**config.mk**
```make
export PLATFORM = sky130hd
export DESIGN_NAME = idrd_register_decode
export DESIGN_NICKNAME = d
export VERILOG_FILES = /design/src/idrd_pkg.sv /design/src/idrd_addr_match.sv /design/src/idrd_dac_latch.sv /design/src/idrd_register_decode.sv
export VERILOG_INCLUDE_DIRS = /design/src
export SDC_FILE = /design/constraint.sdc
export NUM_CORES = 1
export LEC_CHECK = 0
export ABC_AREA = 0
export BUFFER_PORTS_ARGS = -buffer_cell sky130_fd_sc_hd__buf_2
export CAP_MARGIN = 20
export CELL_PAD_IN_SITES_DETAIL_PLACEMENT = 0
export CELL_PAD_IN_SITES_GLOBAL_PLACEMENT = 1
export CORE_MARGIN = 5
export CORE_UTILIZATION = 30
export DETAILED_ROUTE_END_ITERATION = 10
export GPL_TIMING_DRIVEN = 0
export PLACE_DENSITY_LB_ADDON = 0.1
export SYNTH_ARGS = -nofsm -noshare
export SYNTH_HDL_FRONTEND = slang
export SYNTH_SLANG_ARGS = --single-unit
```
**constraint.sdc**
```tcl
create_clock -name clk_sys -period 6.88 [get_ports clk_sys]
set_clock_uncertainty 0.1 [all_clocks]
set_input_delay 1.376 -clock clk_sys [delete_from_list [all_inputs] [get_ports clk_sys]]
set_output_delay 1.376 -clock clk_sys [all_outputs]
set_load 0.05 [all_outputs]
```
**src/idrd_defines.svh**
```systemverilog
// register offsets, field positions and reset values of the i/o window
`ifndef IDRD_DEFINES_SVH
`define IDRD_DEFINES_SVH

// ****************************************
// window geometry
// ****************************************
`define IDRD_WINDOW_SIZE 5'h10
`define IDRD_BASE_DEFAULT 10'h220
`define IDRD_SWITCH_DEFAULT 6'h1D

// ****************************************
// offsets
// ****************************************
`define IDRD_OFF_RSVD_ZERO 4'h0
`define IDRD_OFF_TIMER_ONE 4'h1
`define IDRD_OFF_TIMER_TWO 4'h2
`define IDRD_OFF_TIMER_CTRL 4'h3
`define IDRD_OFF_CONV_LOW 4'h4
`define IDRD_OFF_CONV_HIGH 4'h5
`define IDRD_OFF_INPUT_LOW 4'h6
`define IDRD_OFF_INPUT_HIGH 4'h7
`define IDRD_OFF_IRQ_CLEAR 4'h8
`define IDRD_OFF_GAIN 4'h9
`define IDRD_OFF_CHANNEL 4'hA
`define IDRD_OFF_MODE 4'hB
`define IDRD_OFF_TRIGGER 4'hC
`define IDRD_OFF_OUTPUT_LOW 4'hD
`define IDRD_OFF_OUTPUT_HIGH 4'hE
`define IDRD_OFF_RSVD_FIFTEEN 4'hF

// ****************************************
// fields and reset values
// ****************************************
`define IDRD_BUSY_BIT 4
`define IDRD_HIGH_NIBBLE_MSB 3
`define IDRD_RESET_BYTE 8'h00
`define IDRD_RESET_CODE 12'h000
`define IDRD_RESET_WORD 16'h0000

`endif

```
**src/idrd_pkg.sv**
```systemverilog
// types shared by the register decode block
package idrd_pkg;

  // one sample of the isa i/o bus
  typedef struct packed {
    logic [9:0] addr;
    logic aen;
    logic ior_n;
    logic iow_n;
    logic [7:0] wdata;
  } idrd_isa_type;

  // converter settings written by software
  typedef struct packed {
    logic [1:0] gain;
    logic [3:0] channel;
    logic [7:0] mode;
  } idrd_adc_cfg_type;

  typedef enum logic [0:0] {
    IDRD_IDLE = 1'b0,
    IDRD_CONV = 1'b1
  } idrd_conv_type;

endpackage

```
**src/idrd_addr_match.sv**
```systemverilog
// base address compare against the switch bank
`timescale 1ns/10ps
`include "idrd_defines.svh"
module idrd_addr_match
  import idrd_pkg::*;
(
  // bus side
  input wire logic [9:0] addr,
  input wire logic aen,
  // switches, 1 = switch in on position
  input wire logic [5:0] base_address_switch,
  // decode result
  output logic hit,
  output logic [3:0] offset
);

  wire [5:0] bit_eq;

  // on reads as 0, off as 1 [RL3]
  genvar g;
  generate
    for (g = 0; g < 6; g = g + 1) begin : g_cmp
      assign bit_eq[g] = (addr[g+4] == ~base_address_switch[g]); // [RL3]
    end
  endgenerate

  // sixteen-byte window, dma cycles (aen high) never match [RL1] [RL2]
  assign hit = (&bit_eq) & ~aen; // [RL1]
  assign offset = addr[3:0];

endmodule

```
**src/idrd_dac_latch.sv**
```systemverilog
// double-buffered output converter code latch
`timescale 1ns/10ps
`include "idrd_defines.svh"
module idrd_dac_latch
  import idrd_pkg::*;
(
  // clock and reset
  input wire logic clk_sys,
  input wire logic reset,
  // write strobes
  input wire logic wr_low,
  input wire logic wr_high,
  input wire logic [7:0] wdata,
  // converter side
  output logic [11:0] dac_code
);

  logic [7:0] low_ff;
  logic [11:0] code_ff;
  wire [7:0] nxt_low;
  wire [11:0] nxt_code;

  // low byte waits in the buffer until the high nibble arrives [RL8]
  assign nxt_low = wr_low ? wdata : low_ff;
  // high write applies all twelve bits at once [RL9]
  assign nxt_code = wr_high ?
    {wdata[`IDRD_HIGH_NIBBLE_MSB:0], low_ff} : code_ff;

  always_ff @(posedge clk_sys or posedge reset) begin
    if (reset) begin
      low_ff <= `IDRD_RESET_BYTE;
      code_ff <= `IDRD_RESET_CODE;
    end else begin
      low_ff <= nxt_low;
      code_ff <= nxt_code;
    end
  end

  assign dac_code = code_ff;
endmodule

```
**src/idrd_register_decode.sv**
```systemverilog
// isa i/o window decode for the data-acquisition card
// Function
// [RL1] Sixteen consecutive i/o addresses from the base answer, no others.
// [RL2] The factory switch setting places the window at 0x220.
// [RL3] Address bits 9..4 match six switches, off as 1 and on as 0.
// [RL4] Offset 0 reserved, 1 and 2 timer data, 3 write-only timer control.
// [RL5] Offset 4 reads result bits 7..0, offset 5 bits 11..8 in bits 3..0.
// [RL6] Offset 5 reads the busy flag in bit 4 and zero in bits 7..5.
// [RL7] Busy is 1 during a conversion and 0 once the result is readable.
// [RL8] Writes to 4 and 5 take code bits 7..0 and 11..8, data 7..4 ignored.
// [RL9] The output code is double buffered and moves only on the high write.
// [RL10] Software writes the low byte before the high nibble.
// [RL11] Offsets 6 and 7 read digital inputs, 0xD and 0xE latch outputs.
// [RL12] Writes to 8..0xC are irq clear, gain, channel, mode and trigger.
// [RL13] Any write to offset 8 clears the conversion-complete status; here a completion in the same cycle wins and the status stays set.
// [RL14] Any write to offset 0xC starts one conversion.
// [RL15] Reserved writes are ignored and reserved reads leave the bus undriven.
`timescale 1ns/10ps
`include "idrd_defines.svh"
module idrd_register_decode
  import idrd_pkg::*;
(
  // clock and reset
  input wire logic clk_sys,
  input wire logic reset,
  // isa bus
  input wire idrd_isa_type isa,
  output logic [7:0] data_out,
  output logic data_oe,
  // base address switches, 1 = on
  input wire logic [5:0] base_address_switch,
  // timer ports
  output logic [1:0] timer_port,
  output logic timer_rd,
  output logic timer_wr,
  output logic [7:0] timer_wdata,
  input wire logic [7:0] timer_rdata,
  // input converter
  input wire logic pacer_trigger,
  input wire logic adc_done,
  input wire logic [11:0] adc_result,
  output logic adc_start,
  output idrd_adc_cfg_type adc_cfg,
  output logic conv_done_status,
  // output converter
  output logic [11:0] dac_code,
  // digital ports
  input wire logic [15:0] digital_input_port,
  output logic [15:0] digital_output_port
);

  // ****************************************
  // address decode
  // ****************************************
  logic hit;
  logic [3:0] offset;

  idrd_addr_match u_match (
    .addr(isa.addr),
    .aen(isa.aen),
    .base_address_switch(base_address_switch),
    .hit(hit),
    .offset(offset)
  );

  // ****************************************
  // strobe shaping
  // ****************************************
  // one write pulse per iow low phase; a long strobe must not retrigger
  logic iow_n_q_ff;
  wire wr_pulse;
  wire rd_active;

  assign wr_pulse = hit & ~isa.iow_n & iow_n_q_ff; // [RL1]
  assign rd_active = hit & ~isa.ior_n; // [RL1]

  always_ff @(posedge clk_sys or posedge reset) begin
    if (reset) begin
      iow_n_q_ff <= 1'b1;
    end else begin
      iow_n_q_ff <= isa.iow_n;
    end
  end

  // per-offset write strobes [RL4] [RL12]
  wire wr_timer;
  wire wr_dac_low;
  wire wr_dac_high;
  wire wr_irq_clear;
  wire wr_gain;
  wire wr_channel;
  wire wr_mode;
  wire wr_trigger;
  wire wr_out_low;
  wire wr_out_high;

  // offset 0 and 0xF decode to nothing on write [RL15]
  assign wr_timer = wr_pulse & (offset == `IDRD_OFF_TIMER_ONE
    || offset == `IDRD_OFF_TIMER_TWO
    || offset == `IDRD_OFF_TIMER_CTRL); // [RL4]
  assign wr_dac_low = wr_pulse & (offset == `IDRD_OFF_CONV_LOW); // [RL8]
  assign wr_dac_high = wr_pulse & (offset == `IDRD_OFF_CONV_HIGH); // [RL8]
  assign wr_irq_clear = wr_pulse & (offset == `IDRD_OFF_IRQ_CLEAR); // [RL12]
  assign wr_gain = wr_pulse & (offset == `IDRD_OFF_GAIN); // [RL12]
  assign wr_channel = wr_pulse & (offset == `IDRD_OFF_CHANNEL); // [RL12]
  assign wr_mode = wr_pulse & (offset == `IDRD_OFF_MODE); // [RL12]
  assign wr_trigger = wr_pulse & (offset == `IDRD_OFF_TRIGGER); // [RL12]
  assign wr_out_low = wr_pulse & (offset == `IDRD_OFF_OUTPUT_LOW); // [RL11]
  assign wr_out_high = wr_pulse & (offset == `IDRD_OFF_OUTPUT_HIGH); // [RL11]

  // ****************************************
  // timer pass-through
  // ****************************************
  logic timer_wr_ff;
  logic [1:0] timer_port_ff;
  logic [7:0] timer_wdata_ff;
  wire rd_timer;

  // counter control (offset 3) is write only [RL4]
  assign rd_timer = rd_active & (offset == `IDRD_OFF_TIMER_ONE
    || offset == `IDRD_OFF_TIMER_TWO); // [RL4]

  always_ff @(posedge clk_sys or posedge reset) begin
    if (reset) begin
      timer_wr_ff <= 1'b0;
      timer_port_ff <= 2'h0;
      timer_wdata_ff <= `IDRD_RESET_BYTE;
    end else begin
      timer_wr_ff <= wr_timer;
      if (wr_timer) begin
        timer_port_ff <= offset[1:0];
        timer_wdata_ff <= isa.wdata;
      end
    end
  end

  // read port follows the live address, write port the captured one
  assign timer_rd = rd_timer;
  assign timer_port = rd_timer ? offset[1:0] : timer_port_ff;
  assign timer_wr = timer_wr_ff;
  assign timer_wdata = timer_wdata_ff;

  // ****************************************
  // conversion control
  // ****************************************
  idrd_conv_type conv_ff;
  idrd_conv_type nxt_conv;
  logic [11:0] result_ff;
  logic start_ff;
  logic done_status_ff;
  wire start_req;

  assign start_req = wr_trigger | pacer_trigger; // [RL14]

  // a new start in the finishing cycle keeps busy set
  always_comb begin
    nxt_conv = conv_ff;
    case (conv_ff)
      IDRD_IDLE: begin
        if (start_req) begin
          nxt_conv = IDRD_CONV; // [RL7]
        end
      end
      IDRD_CONV: begin
        if (adc_done && !start_req) begin
          nxt_conv = IDRD_IDLE; // [RL7]
        end
      end
      default: begin
        nxt_conv = IDRD_IDLE;
      end
    endcase
  end

  always_ff @(posedge clk_sys or posedge reset) begin
    if (reset) begin
      conv_ff <= IDRD_IDLE;
      result_ff <= `IDRD_RESET_CODE;
      start_ff <= 1'b0;
    end else begin
      conv_ff <= nxt_conv;
      start_ff <= start_req; // [RL14]
      // result captured on completion, the edge busy falls unless a new start comes with it [RL7]
      if (adc_done && conv_ff == IDRD_CONV) begin
        result_ff <= adc_result;
      end
    end
  end

  // completion sets, offset 8 write clears; set wins a tie [RL13]
  always_ff @(posedge clk_sys or posedge reset) begin
    if (reset) begin
      done_status_ff <= 1'b0;
    end else if (adc_done && conv_ff == IDRD_CONV) begin
      done_status_ff <= 1'b1;
    end else if (wr_irq_clear) begin
      done_status_ff <= 1'b0; // [RL13]
    end
  end

  assign adc_start = start_ff;
  assign conv_done_status = done_status_ff;

  // ****************************************
  // settings and digital outputs
  // ****************************************
  idrd_adc_cfg_type cfg_ff;
  logic [15:0] dout_ff;

  always_ff @(posedge clk_sys or posedge reset) begin
    if (reset) begin
      cfg_ff <= '0;
      dout_ff <= `IDRD_RESET_WORD;
    end else begin
      if (wr_gain) begin
        cfg_ff.gain <= isa.wdata[1:0]; // [RL12]
      end
      if (wr_channel) begin
        cfg_ff.channel <= isa.wdata[3:0]; // [RL12]
      end
      if (wr_mode) begin
        cfg_ff.mode <= isa.wdata; // [RL12]
      end
      if (wr_out_low) begin
        dout_ff[7:0] <= isa.wdata; // [RL11]
      end
      if (wr_out_high) begin
        dout_ff[15:8] <= isa.wdata; // [RL11]
      end
    end
  end

  assign adc_cfg = cfg_ff;
  assign digital_output_port = dout_ff;

  // relies on software writing the low byte first [RL10]
  idrd_dac_latch u_dac (
    .clk_sys(clk_sys),
    .reset(reset),
    .wr_low(wr_dac_low),
    .wr_high(wr_dac_high),
    .wdata(isa.wdata),
    .dac_code(dac_code)
  );

  // ****************************************
  // read path
  // ****************************************
  wire busy;
  wire readable;
  logic [7:0] rd_mux;
  logic [7:0] rdata_ff;

  assign busy = (conv_ff == IDRD_CONV); // [RL7]

  // reserved reads leave the bus to other cards [RL15]
  assign readable = rd_timer
    | (offset == `IDRD_OFF_CONV_LOW)
    | (offset == `IDRD_OFF_CONV_HIGH)
    | (offset == `IDRD_OFF_INPUT_LOW)
    | (offset == `IDRD_OFF_INPUT_HIGH);

  always_comb begin
    rd_mux = `IDRD_RESET_BYTE;
    case (offset)
      `IDRD_OFF_TIMER_ONE, `IDRD_OFF_TIMER_TWO: begin
        rd_mux = timer_rdata; // [RL4]
      end
      `IDRD_OFF_CONV_LOW: begin
        rd_mux = result_ff[7:0]; // [RL5]
      end
      `IDRD_OFF_CONV_HIGH: begin
        rd_mux = {3'h0, busy, result_ff[11:8]}; // [RL5] [RL6]
      end
      `IDRD_OFF_INPUT_LOW: begin
        rd_mux = digital_input_port[7:0]; // [RL11]
      end
      `IDRD_OFF_INPUT_HIGH: begin
        rd_mux = digital_input_port[15:8]; // [RL11]
      end
      default: begin
        rd_mux = `IDRD_RESET_BYTE;
      end
    endcase
  end

  // read data registered; one cycle of ior low before it is valid
  always_ff @(posedge clk_sys or posedge reset) begin
    if (reset) begin
      rdata_ff <= `IDRD_RESET_BYTE;
    end else begin
      rdata_ff <= rd_mux;
    end
  end

  assign data_out = rdata_ff;
  assign data_oe = rd_active & readable; // [RL15]
endmodule

```
---- Yosys cells after proc, flatten, opt, wreduce, memory -nomap -nowiden ----
Cells that the tools add are included.
operators by class
  eq/ne operators ......................... 20
  mux-type cells .......................... 7
  bitwise gates (word level) .............. 31
  reductions and logical operators ........ 8
operators with widths
  kind                number
  $pmux 8 s5          1
  $eq 4x4->1 const B  7
  $and 1x1->1         16
  $eq 4x3->1 const B  4
  $not 1->1           10
  $eq 4x2->1 const B  2
  $eq 1x1->1          6
  $reduce_and 6->1    1
  $or 1x1->1          5
  $eq 4x1->1 const B  1
  $mux 1              4
  $logic_and 1x1->1   2
  $logic_or 1x1->1    2
  $mux 2              1
  $pmux 1 s2          1
  $reduce_bool 2->1   1
  $reduce_or 2->1     1
  $logic_not 1->1     1
word-level totals
  bits in registers ....................... 85
  input port bits ......................... 67
  output and inout bits ................... 65
  logic and storage cells ................. 82

---- Logic depth before layout (Yosys ltp) ----
Gate-level depths: netlist of run 1.
  word-level depth ........................ 12
  gate-level depth with buffers ........... 6
  gate-level depth less buffers ........... 4

---- Cells and area by module ----
A second synthesis of run 1 with hierarchy kept.
second synthesis, totals
  cells, all modules ...................... 239
  area total of the unflattened synthesis .. 3,699.8 um^2
modules (own cells, without submodules)
  module                instances  cells each  area each (um^2)  sequential area each (um^2)
  idrd_register_decode  1          184         2,807.7           1,627.8
  idrd_dac_latch        1          43          789.5             500.5
  idrd_addr_match       1          12          102.6             0.0

---- Worst setup path before layout of run 1 ----
Ideal clock, no wire load.
  kind .................................... input-to-output
  start point ............................. input isa[16] (netlist bit)
  end point ............................... output timer_rd
  arrival time ............................ 3,550 ps
  data required time ...................... 5,404 ps
  path slack .............................. 1,854 ps
  cell stages on the path ................. 4
  buffers on the path ..................... 0
  cells stage by stage .................... a22o_1 nor4_4 nand4b_1 nor4_1
between the ends
  cells in the longest elaborated chain, start to end .. 5
ends and longest elaborated chain
  element             RTL line                     source
  start: declaration  idrd_register_decode.sv:27   input wire idrd_isa_type isa,
  $eq 1x1->1          idrd_addr_match.sv:23        assign bit_eq[g] = (addr[g+4] == ~base_address_switch[g]);
  $reduce_and 6->1    idrd_addr_match.sv:28        assign hit = (&bit_eq) & ~aen;
  $and 1x1->1         idrd_addr_match.sv:28
  $and 1x1->1         idrd_register_decode.sv:75   assign rd_active = hit & ~isa.ior_n;
  $and 1x1->1         idrd_register_decode.sv:120  assign rd_timer = rd_active & (offset == `IDRD_OFF_TIMER_ONE
  end: declaration    idrd_register_decode.sv:34   output logic timer_rd,
Every way passes these cells.

---- Worst setup path after layout of run 1 ----
  start point ............................. input isa[11] (netlist bit)
  end point ............................... output timer_port[0]
between the ends
  cells in the longest elaborated chain, start to end .. 4
  elaborated cells on any way between the ends .. 5
  those cells by class .................... 2 x eq/ne; 1 x mux; 1 x bitwise; 1 x reduce/logical
ends and longest elaborated chain
  element                                   RTL line                     source
  $eq 4x1->1 or $eq 4x2->1 (tied branches)  n/a
  $logic_or 1x1->1 (no source line)         n/a
  $and 1x1->1                               idrd_register_decode.sv:120
  $mux 2 (*)                                idrd_register_decode.sv:139  assign timer_port = rd_timer ? offset[1:0] : timer_port_ff;
  end: declaration                          idrd_register_decode.sv:33   output logic [1:0] timer_port,
Every way passes the cells marked *; elsewhere a longest branch is shown, timed or not.

==> results of run 1 <==
[flip-flops by register name (all words and copies together) (netlist names)]
name,flops
digital_output_port,16
adc_cfg,14
result_ff,12
u_dac.dac_code,12
data_out,8
timer_wdata,8
u_dac.low_ff,8
timer_port_ff,2
adc_start,1
busy,1
conv_done_status,1
iow_n_q_ff,1
timer_wr,1
[cell usage in the layout (no fill, tap or decap), types with 2 or more instances in the layout]
cell / count
buf_6: 2
a22o_1: 10
nand4_4: 3
xnor2_1: 3
o2bb2ai_1: 3
nor4_4: 2
mux2_2: 64
mux4_2: 5
dfrtp_1: 84
and2_1: 2
clkbuf_16: 9
and4b_1: 2
buf_2: 134
nand2_1: 2
a21oi_1: 2
and4_4: 2
nor2_1: 7
mux2i_1: 3
clkinvlp_4: 2
nand4_1: 5
clkbuf_8: 4
mux2_4: 10
nor2b_1: 5
[metal layers]
layer,share of wire (%),GRT usage (%),wire (um)
met5,0,0,0
met4,1.1,3.99,105
met1,42,16.9,4030
met2,50,22.2,4810
met3,7.7,6.15,749
[cell type report]
cell class                 count  share of cell area [%]
sequential                    85                    43.1
multi-input combinational    140                    30.7
timing repair buffer         132                    13.8
clock buffer                  12                    5.39
tap                          168                    4.25
buffer                         8                    1.52
clock inverter                 4                    1.09
inverter                       2                   0.202
[cells by family (layout without fill, tap and decap cells)]
kind of cell / count (synthesis) / after routing / share of synthesized area [%]
multiplexers: 82 / 82 / 27.2
AO/OA/AOI/OAI: 17 / 17 / 3.96
flip-flops: 85 / 85 / 57.1
AND/OR/NAND/NOR: 37 / 37 / 8.39
XOR/XNOR: 4 / 4 / 1.14
buffers and inverters: 10 / 158 / 2.22
[critical path, delay by kind of cell]
family	cells	cell delay (ps)
xor gates and xnor gates	1	160
buffers and inverters	2	350
muxes	1	340
and+or+nand+nor	2	900
[metrics by stage]
| step | power (W) | instance area (um^2) |
|---|---|---|
| 5_1_grt | 0.00123 | 4940 |
| 2_1_floorplan | 0.000616 | 3730 |
| 6_report | 0.00117 | 4940 |
| 3_5_place_dp | 0.000667 | 4620 |
| 4_1_cts | 0.00120 | 4940 |
| 3_3_place_gp | 0.000663 | 4590 |
[power breakdown]
part / switching, W / internal (W) / leakage [nW]
Sequential: 0.00000791 / 0.000518 / 1.14
Combinational: 0.0000764 / 0.0000517 / 1.32
Clock: 0.000203 / 0.000312 / 0.151
Total: 0.000287 / 0.000882 / 2.61
[worst max-delay path by stage]
stage                                to  slack [ps]  depth (start not counted)
after CTS                 timer_port[0]        2230                          6
after floorplan                timer_rd        1850                          4
final                     timer_port[0]        2270                          6
after global placement     result_ff[2]        1990                          2
after global routing      timer_port[1]        2160                          6
after detailed placement  timer_port[0]        2230                          6
==> results.md, run 1 <==
- Max_slew headroom: 52.0%
- CP max stage delay: around 560 ps
- Setup WS pre-CTS: roughly 2200 ps
- H-tree depth: 3
- Ratio of final minimum period to clock period: between 60% and 70%
- FFs w/ async S/R, synth: 100%
- Clock-pin slew on the worst setup and hold paths: around 60 ps
- Post-synth EDFFs: 0
- Syn. warnings: 0
- Critical Path, Cell by Cell: buf_2 -> xnor2_1 -> nor3_2 -> and4b_1 -> mux2_2 -> buf_2
- Ant diodes: 0
- Post-synthesis register bit count: 85
- Worst hold path depth: 1
- Clock Tree Root: clkbuf_16
- Worst Setup SP: isa[11]
- Worst hold endpoint: u_dac.dac_code[7]
- Setup CP Type: input pin to output port
- Core area: approximately 12000 um^2
- Post-CTS Setup Inserts: 0
- Seq/Total Area, Yosys: 57.1%
- Placed Cells: roughly 540
- Hold Path Origin: u_dac.low_ff[7]
- Synthesized area: roughly 3700 um^2
- Sum of negative setup slack: 0 ps
- Worst Tran Pin Value: 717 ps
- Routed Wire Length: between 9 and 10 mm
- Area contributors post-synth: dfrtp_1, mux2_2, mux2_4
- Fin worst setup slack: between 2000 and 2500 ps
- Worst Path Arrival: around 3100 ps
- Row count: 40
- Worst R2R Start: iow_n_q_ff
- Reg2reg setup slack: 4800 ps
- 1st-pass router iterations: 3
- CTS buffer count: 9
- Final hold viol count: 0
- Crit-path slowest cell: nor3_2
- Critical R2R Capture: u_dac.dac_code[5]
- Iteration-0 DRC Markers: 76
- Highest ir drop seen on vdd: approximately 0.00015 V
- Area occupied by multi-input gates: about 1500 um^2
- Register area: ~2100 um^2
- Starting Density: between 30 and 40%
- Worst-Skew Late Latency: ~340 ps
- TritonCTS clock tree: yes
- Ports: 132
- Post-route minimum period: 4610 ps
- CTS sink cnt: 85
- Filler Cell Count: 1219
- Cells on worst reg2reg path: 6
- # Max-Cap Violations: 0
- Vias: around 2.5k
- Pleak: 2.61 nW
- PD cells: between 200 and 250 nW/um^2
- # DRC: 0
- Status: finished clean
- Die Y-Extent: 121 um
- Port Buf Inserts: 131
- Clk buf depth: 2
- Die Area: ~15000 um^2
- Most common cell on crit path: buf_2
- Yosys cell types: 35
- Final hold slack: roughly 400 ps
- Vias in the first global route: between 2k and 3k
- Largest net degree at the start of global routing: a little under 70
- Non-filler cells, final: 551
- Commonest cells post-synth: dfrtp_1, mux2_2, a22o_1, mux2_4, nor2_1
- Final core occ: 40.8%
- Synth Flop Type: dfrtp_1
- RSZ-0062 raised after global routing: false
- Routed len/inst: about 18 um
- HPWL after DPL: about 7.0 mm
- Top cell type's share of synthesized area: a little under three fifths
- Layout cells sized above 1: approximately 64%
- # hold bufs at CTS: 0
- GRT Util Overall: about 14%
- Synth area leader: dfrtp_1
- Setup crit start kind: input pin
- HP Class: register to register
- Final setup violation count: 0
- Critical Path RT: roughly 5400 ps
- Syn_nets: approximately 300
- Vias per cell: 4.54
- Setup crit end kind: output port
- Post-cts sizing count: 0
- Initial antenna violation count: 0
- Mean Syn Cell Area: 15.9 um^2
- Top achievable clock speed: 217 MHz
- Area growth syn-to-layout: 32.6%
- Post-Syn Instances: 235
- Most frequent cell after synthesis: dfrtp_1
- Remaining Overflow, GRT: 0
- Die X: approximately 120 um
- Number of routed nets with antenna violations: 0
- Pins Over Slew Limit: 0
- Final net count: ~450
- Final GP Congestion: approximately 0.71
- Worst-path fanout max: 10
- First-pass GRT wire length: 15.3 mm
(Power assumes the default switching activity.)
==> inputs of run 2 (changes only) <==
Settings changed: ABC_AREA 0 to 1.
Clock period 6.88 ns to 4.45 ns, I/O delays scaled along.
==> results.md, run 2 <==
- First-pass GRT wire length: 18.9 mm (+24%)
- RSZ-0062 raised after global routing: false
- Area of placed instances: 4750 um^2 (+2.8%)
- Number of routed nets with antenna violations: 0 (unchanged)
- Setup CP Type: input pin to output port
- Final net count: 658 (+48%)
- Vias per cell: 4.70 (+3.6%)
- DRT met1 WL: 5.42 mm (+35%)
- HPWL after DPL: 8.81 mm (+26%)
- Post-synth EDFFs: 0 (unchanged)
- Routed len/inst: 15.2 um (-13%)
- Most common cell after layout, fill and taps aside: nand2_1
- Vias: 3608 (+44%)
- Core area: 12600 um^2 (+4.2%)
- Clock-pin slew on the worst setup and hold paths: 60 ps (about the same)
- Post-synthesis register bit count: 85 (unchanged)
- Status: finished clean
- Largest net degree at the start of global routing: 49 (-29%)
- Syn_nets: 517 (+71%)
- Sum of negative setup slack: 0 ps (unchanged)
- Worst-path fanout max: 10 (unchanged)
- Most frequent cells in the layout: nand2_1, buf_2, dfrtp_1
- Post-CTS Setup Inserts: 0 (unchanged)
- Synth area leader: dfrtp_1
- Setup crit end kind: output port
- Worst Path Arrival: 2360 ps (-780 ps)
- # Max-Cap Violations: 0 (unchanged)
- Highest ir drop seen on vdd: 0.000149 V (-2.5%)
- Area growth syn-to-layout: 31.2%
- Die Area: 15200 um^2 (+3.3%)
- Worst Tran Pin Value: 613 ps (-103 ps)
- Final hold viol count: 0 (unchanged)
- Starting Density: 30.6% (-0.17 points)
- Wire length on met2: 5.15 mm (+6.9%)
- FFs w/ async S/R, synth: 100% (unchanged)
- Critical Path RT: 3460 ps (-1940 ps)
- Vias in the first global route: 3589 (+32%)
- H-tree depth: 3 (unchanged)
- Commonest cells post-synth: nand2_1, dfrtp_1, nand4_1
- Largest register FFs: 16 (unchanged)
- Post-Syn Instances: 450 (+91%)
- Clock Tree Root: clkbuf_16
- Final setup violation count: 0 (unchanged)
- Final GP Congestion: 0.757 (+6.9%)
- Routed Wire Length: 11.7 mm (+20%)
- Die Y-Extent: 123 um (+1.6%)
- Setup crit start kind: input pin
- Yosys cell types: 18 (-49%)
- Mean Syn Cell Area: 8.58 um^2 (-46%)
- Die X: 123 um (+1.6%)
- Top achievable clock speed: about 300 MHz
- Routed wl met3: 964 um (+29%)
- CTS buffer count: 9 (unchanged)
- Synth Flop Type: dfrtp_1
- Pins Over Slew Limit: 0 (unchanged)
- Post-route minimum period: between 3000 and 4000 ps
- Uppermost routed layer: met4
- Initial antenna violation count: 0 (unchanged)
- 1st-pass router iterations: 4 (+1)
- GRT Util Overall: 16.2% (+2.3 points)
- Design Area, Final: 5070 um^2 (+2.5%)
- Ratio of final minimum period to clock period: around 75%
- Row count: 41 (+2.5%)
- Filler Cell Count: 1366 (+12%)
- # DRC: 0 (unchanged)
- TritonCTS clock tree: yes
- Pleak: 2.93 nW (+12%)
- Seq/Total Area, Yosys: 55.1% (-2.0 points)
- HP Class: register to register
- Syn. warnings: 0 (unchanged)
- Synthesized area: 3860 um^2 (+3.6%)
- PD cells: 359 nW/um^2 (+52%)
- Ant diodes: 0 (unchanged)
- Remaining Overflow, GRT: 0 (unchanged)
- Most frequent cell after synthesis: nand2_1
- Area contributors post-synth: dfrtp_1, nand2_1, nand4_1
- Clk buf depth: 2 (unchanged)
- Port Buf Inserts: 129 (-1.5%)
- CTS sink cnt: 85 (unchanged)
- Top cell type's share of synthesized area: 54.4% (-2.0 points)
- Iteration-0 DRC Markers: 199 (+160%)
- Ports: 132 (unchanged)
- Post-cts sizing count: 0 (unchanged)
- Max_slew headroom: 59.0% (+7.0 points)
- Layout cells sized above 1: 30.8% (-34 points)
- Worst-Skew Late Latency: 330 ps (about the same)
- # hold bufs at CTS: 0 (unchanged)
run 2: final timing paths:
path                                start              to  slack (ps)  depth (start not counted)
hold / removal             timer_wdata[0]  timer_wdata[0]         360                          2
hold reg to reg            timer_wdata[0]  timer_wdata[0]         360                          2
setup reg to reg               iow_n_q_ff     adc_cfg[13]        2500                          6
setup / recovery                  isa[16]   timer_port[0]        1100                         11
min in group asynchronous           reset     adc_cfg[13]         480                          2
max in group asynchronous           reset  timer_wdata[6]        3170                          3
run 2: critical path, cell delays in order:
cell,delay [ps]
buf_2,100
nand2_1,50
inv_1,40
nor2_1,80
nand3_1,120
nor2_4,280
buf_6,200
buf_6,150
nand4_1,80
nand2_1,80
buf_2,260
run 2: cell families after synthesis:
| kind of cell | share of synthesized area [%] |
|---|---|
| multiplexers | 3.50 |
| flip-flops | 55.1 |
| AND/OR/NAND/NOR | 34.1 |
| buffers and inverters | 5.57 |
| AO/OA/AOI/OAI | 1.68 |
run 2: area by class of cell:
type | count | area [um^2] | share of cell area, %
sequential | 85 | 2130 | 42.0
clock buffer | 10 | 239 | 4.72
timing repair buffer | 130 | 673 | 13.3
inverter | 21 | 81.3 | 1.60
multi-input combinational | 321 | 1520 | 30.0
buffer | 23 | 136 | 2.69
clock inverter | 5 | 75.1 | 1.48
tap | 172 | 215 | 4.25
run 2: routing by layer:
layer	track usage [%]	vias up
li1	-	1787
met1	21.7	1703
met3	5.58	13
met2	24.5	105
met4	5.19	0
met5	0	-
run 2: report_power, final:
part           internal, W  switching (W)  leakage, nW  total [W]
clock             0.000501       0.000301        0.158   0.000802
sequential        0.000803      0.0000138         1.14   0.000817
combinational    0.0000643       0.000137         1.64   0.000202
total              0.00137       0.000452         2.93    0.00182
run 2: metrics by stage:
stage	total power (W)	setup slack (ps)	hold WS (ps)	util, %	std cells
6_report	0.00182	1100	362	40.2	767
2_1_floorplan	0.000953	1270	342	-	450
5_1_grt	0.00190	965	390	40.2	767
3_5_place_dp	0.00104	1080	353	37.7	752
3_3_place_gp	0.00103	65.0	349	37.4	751
4_1_cts	0.00185	1070	369	40.2	767
==> inputs of run 3 (changes only) <==
Clock period 4.45 ns to 2.7 ns, I/O delays scaled along.
==> results.md, run 3 (same netlist as run 2, synthesis figures left out) <==
- RSZ-0062 raised after global routing: false
- 1st-pass router iterations: 4 (unchanged)
- Most common cell on crit path: nand2_1
- Area growth syn-to-layout: 32.3%
- Critical Path, Cell by Cell: buf_2 -> nand2_1 -> o21ai_0 -> nor2_1 -> nand2_1 -> nor2_4 -> buf_6 -> buf_6 -> nand4_1 -> nand2_1 -> buf_2
- Layout cells sized above 1: 30.9% (+0.18 points)
- TritonCTS clock tree: yes
- Overall power: 0.00303 W (+66%)
- Pleak: 2.94 nW (+0.16%)
- Ratio of final minimum period to clock period: 94.3%
- GRT Util Overall: 16.2% (+0.074 points)
- Routed len/inst: 15.2 um (-0.52%)
- H-tree depth: 3 (unchanged)
- Iteration-0 DRC Markers: 146 (-27%)
- Crit-path slowest cell: buf_2
- Cells on worst reg2reg path: 6 (unchanged)
- Setup CP Type: input pin to output port
- Clock Tree Root: clkbuf_16
- Clock-pin slew on the worst setup and hold paths: 60 ps (about the same)
- Final GP Congestion: 0.748 (-1.3%)
- Top achievable clock speed: just under 400 MHz
- Largest net degree at the start of global routing: 39 (-20%)
- HPWL after DPL: 8.96 mm (+1.7%)
- Highest ir drop seen on vdd: 0.000283 V (+90%)
- Worst-path fanout max: 10 (unchanged)
- Pins Over Slew Limit: 0 (unchanged)
- Final setup violation count: 0 (unchanged)
- PD cells: 593 nW/um^2 (+65%)
- Sum of negative setup slack: 0 ps (unchanged)
- Bufs and invs on worst path: 4 (-1)
- Top delay family on crit path: buffers and inverters
- Worst R2R Start: iow_n_q_ff
- Worst-Skew Late Latency: 340 ps (about the same)
- Largest register FFs: 16 (unchanged)
- Die Y-Extent: 123 um (unchanged)
- Reg2reg setup slack: 720 ps (-1780 ps)
- Critical R2R Capture: u_dac.dac_code[3]
- Core area: 12600 um^2 (unchanged)
- Ports: 132 (unchanged)
- Critical Path RT: 2060 ps (-1400 ps)
- # DRC: 0 (unchanged)
- Status: finished clean
- Vias per cell: 4.66 (-0.97%)
- CTS buffer count: 9 (unchanged)
- # Max-Cap Violations: 0 (unchanged)
- Post-route minimum period: about 2500 ps
- Most frequent cells in the layout: nand2_1, buf_2, dfrtp_1
- Die X: 123 um (unchanged)
- Placed Cells: 753 (+0.13%)
- Worst Path Arrival: 1910 ps (-450 ps)
- Most common cell after layout, fill and taps aside: nand2_1
- Number of routed nets with antenna violations: 0 (unchanged)
- Setup crit start kind: input pin
- Max_slew headroom: 60.4% (+1.4 points)
- CTS sink cnt: 85 (unchanged)
- First-pass GRT wire length: 18.9 mm (+0.19%)
- HP Class: input pin to async pin
- Final net count: 660 (+0.30%)
- Remaining Overflow, GRT: 0 (unchanged)
- Non-filler cells, final: 770 (+0.39%)
- Vias: 3587 (-0.58%)
- Initial antenna violation count: 0 (unchanged)
- Vias in the first global route: 3601 (+0.33%)
- CP max stage delay: 270 ps (about the same)
- Worst Tran Pin Value: 592 ps (-21.3 ps)
- Ant diodes: 0 (unchanged)
- Row count: 41 (unchanged)
- Starting Density: 30.6% (unchanged)
- Routed Wire Length: 11.7 mm (-0.13%)
- Die Area: 15200 um^2 (unchanged)
- Port Buf Inserts: 129 (unchanged)
- Clk buf depth: 2 (unchanged)
- Final hold viol count: 0 (unchanged)
- Setup crit end kind: output port
-- run 3: cell count changes in the layout (fill, tap and decap cells not counted), moves of 2 or more --
cell        previous run  this run
buf_12                 0         2
clkbuf_1               3         5
clkinv_2               3         0
clkinvlp_4             0         2
-- run 3: per-layer routing --
metal,global-route usage (%),share of wire (%),vias up
li1,-,-,1795
met1,21.6,45,1657
met2,24.6,45,121
met3,5.67,8.6,14
met4,5.67,1.6,0
met5,0,0,-
-- run 3: how the worst max path moves through the flow --
| stage | cells after the start | slack [ps] | endpoint | startpoint |
|---|---|---|---|---|
| after floorplan | 9 | 360 | timer_port[0] | isa[16] |
| after global placement | 11 | 30 | timer_port[0] | isa[20] |
| after detailed placement | 11 | 4 | timer_port[1] | isa[20] |
| after CTS | 9 | 70 | timer_port[1] | isa[11] |
| after global routing | 11 | 9 | timer_port[0] | isa[20] |
| final | 11 | 150 | timer_port[0] | isa[20] |
-- run 3: area by class of cell --
cell class              count  area, um^2
clock buffers              13         260
repair buffers            132         693
inverters                  21        82.6
multi-input cells         321        1520
flip-flops and latches     85        2130
clock inverters             3        67.6
fillers                  1371        7510
plain buffers              23         139
well taps                 172         215
-- run 3: stage by stage --
step / setup slack, ps / cell area [um^2] / hold slack [ps] / util (%)
floorplan: 361 / 3870 / 342 / -
global placement: 26.2 / 4730 / 351 / 37.5
detailed placement: 4.41 / 4770 / 354 / 37.8
CTS: 71.3 / 5100 / 88.6 / 40.4
global route: 8.87 / 5110 / 113 / 40.5
finish: 153 / 5110 / 91.3 / 40.5
-- run 3: repair_timing --
action,in CTS,in global routing
setup endpoints to repair,1,2
resized for setup,0,2
endpoints found under the hold margin,0,0
pin swaps,1,0
hold buffers,0,0
buffers inserted,1,0
-- run 3: where the power goes --
group | total, W | internal [W] | switching [W] | leakage (nW)
Clock | 0.00135 | 0.000861 | 0.000488 | 0.156
Sequential | 0.00135 | 0.00132 | 0.0000222 | 1.14
Combinational | 0.000334 | 0.000109 | 0.000226 | 1.64
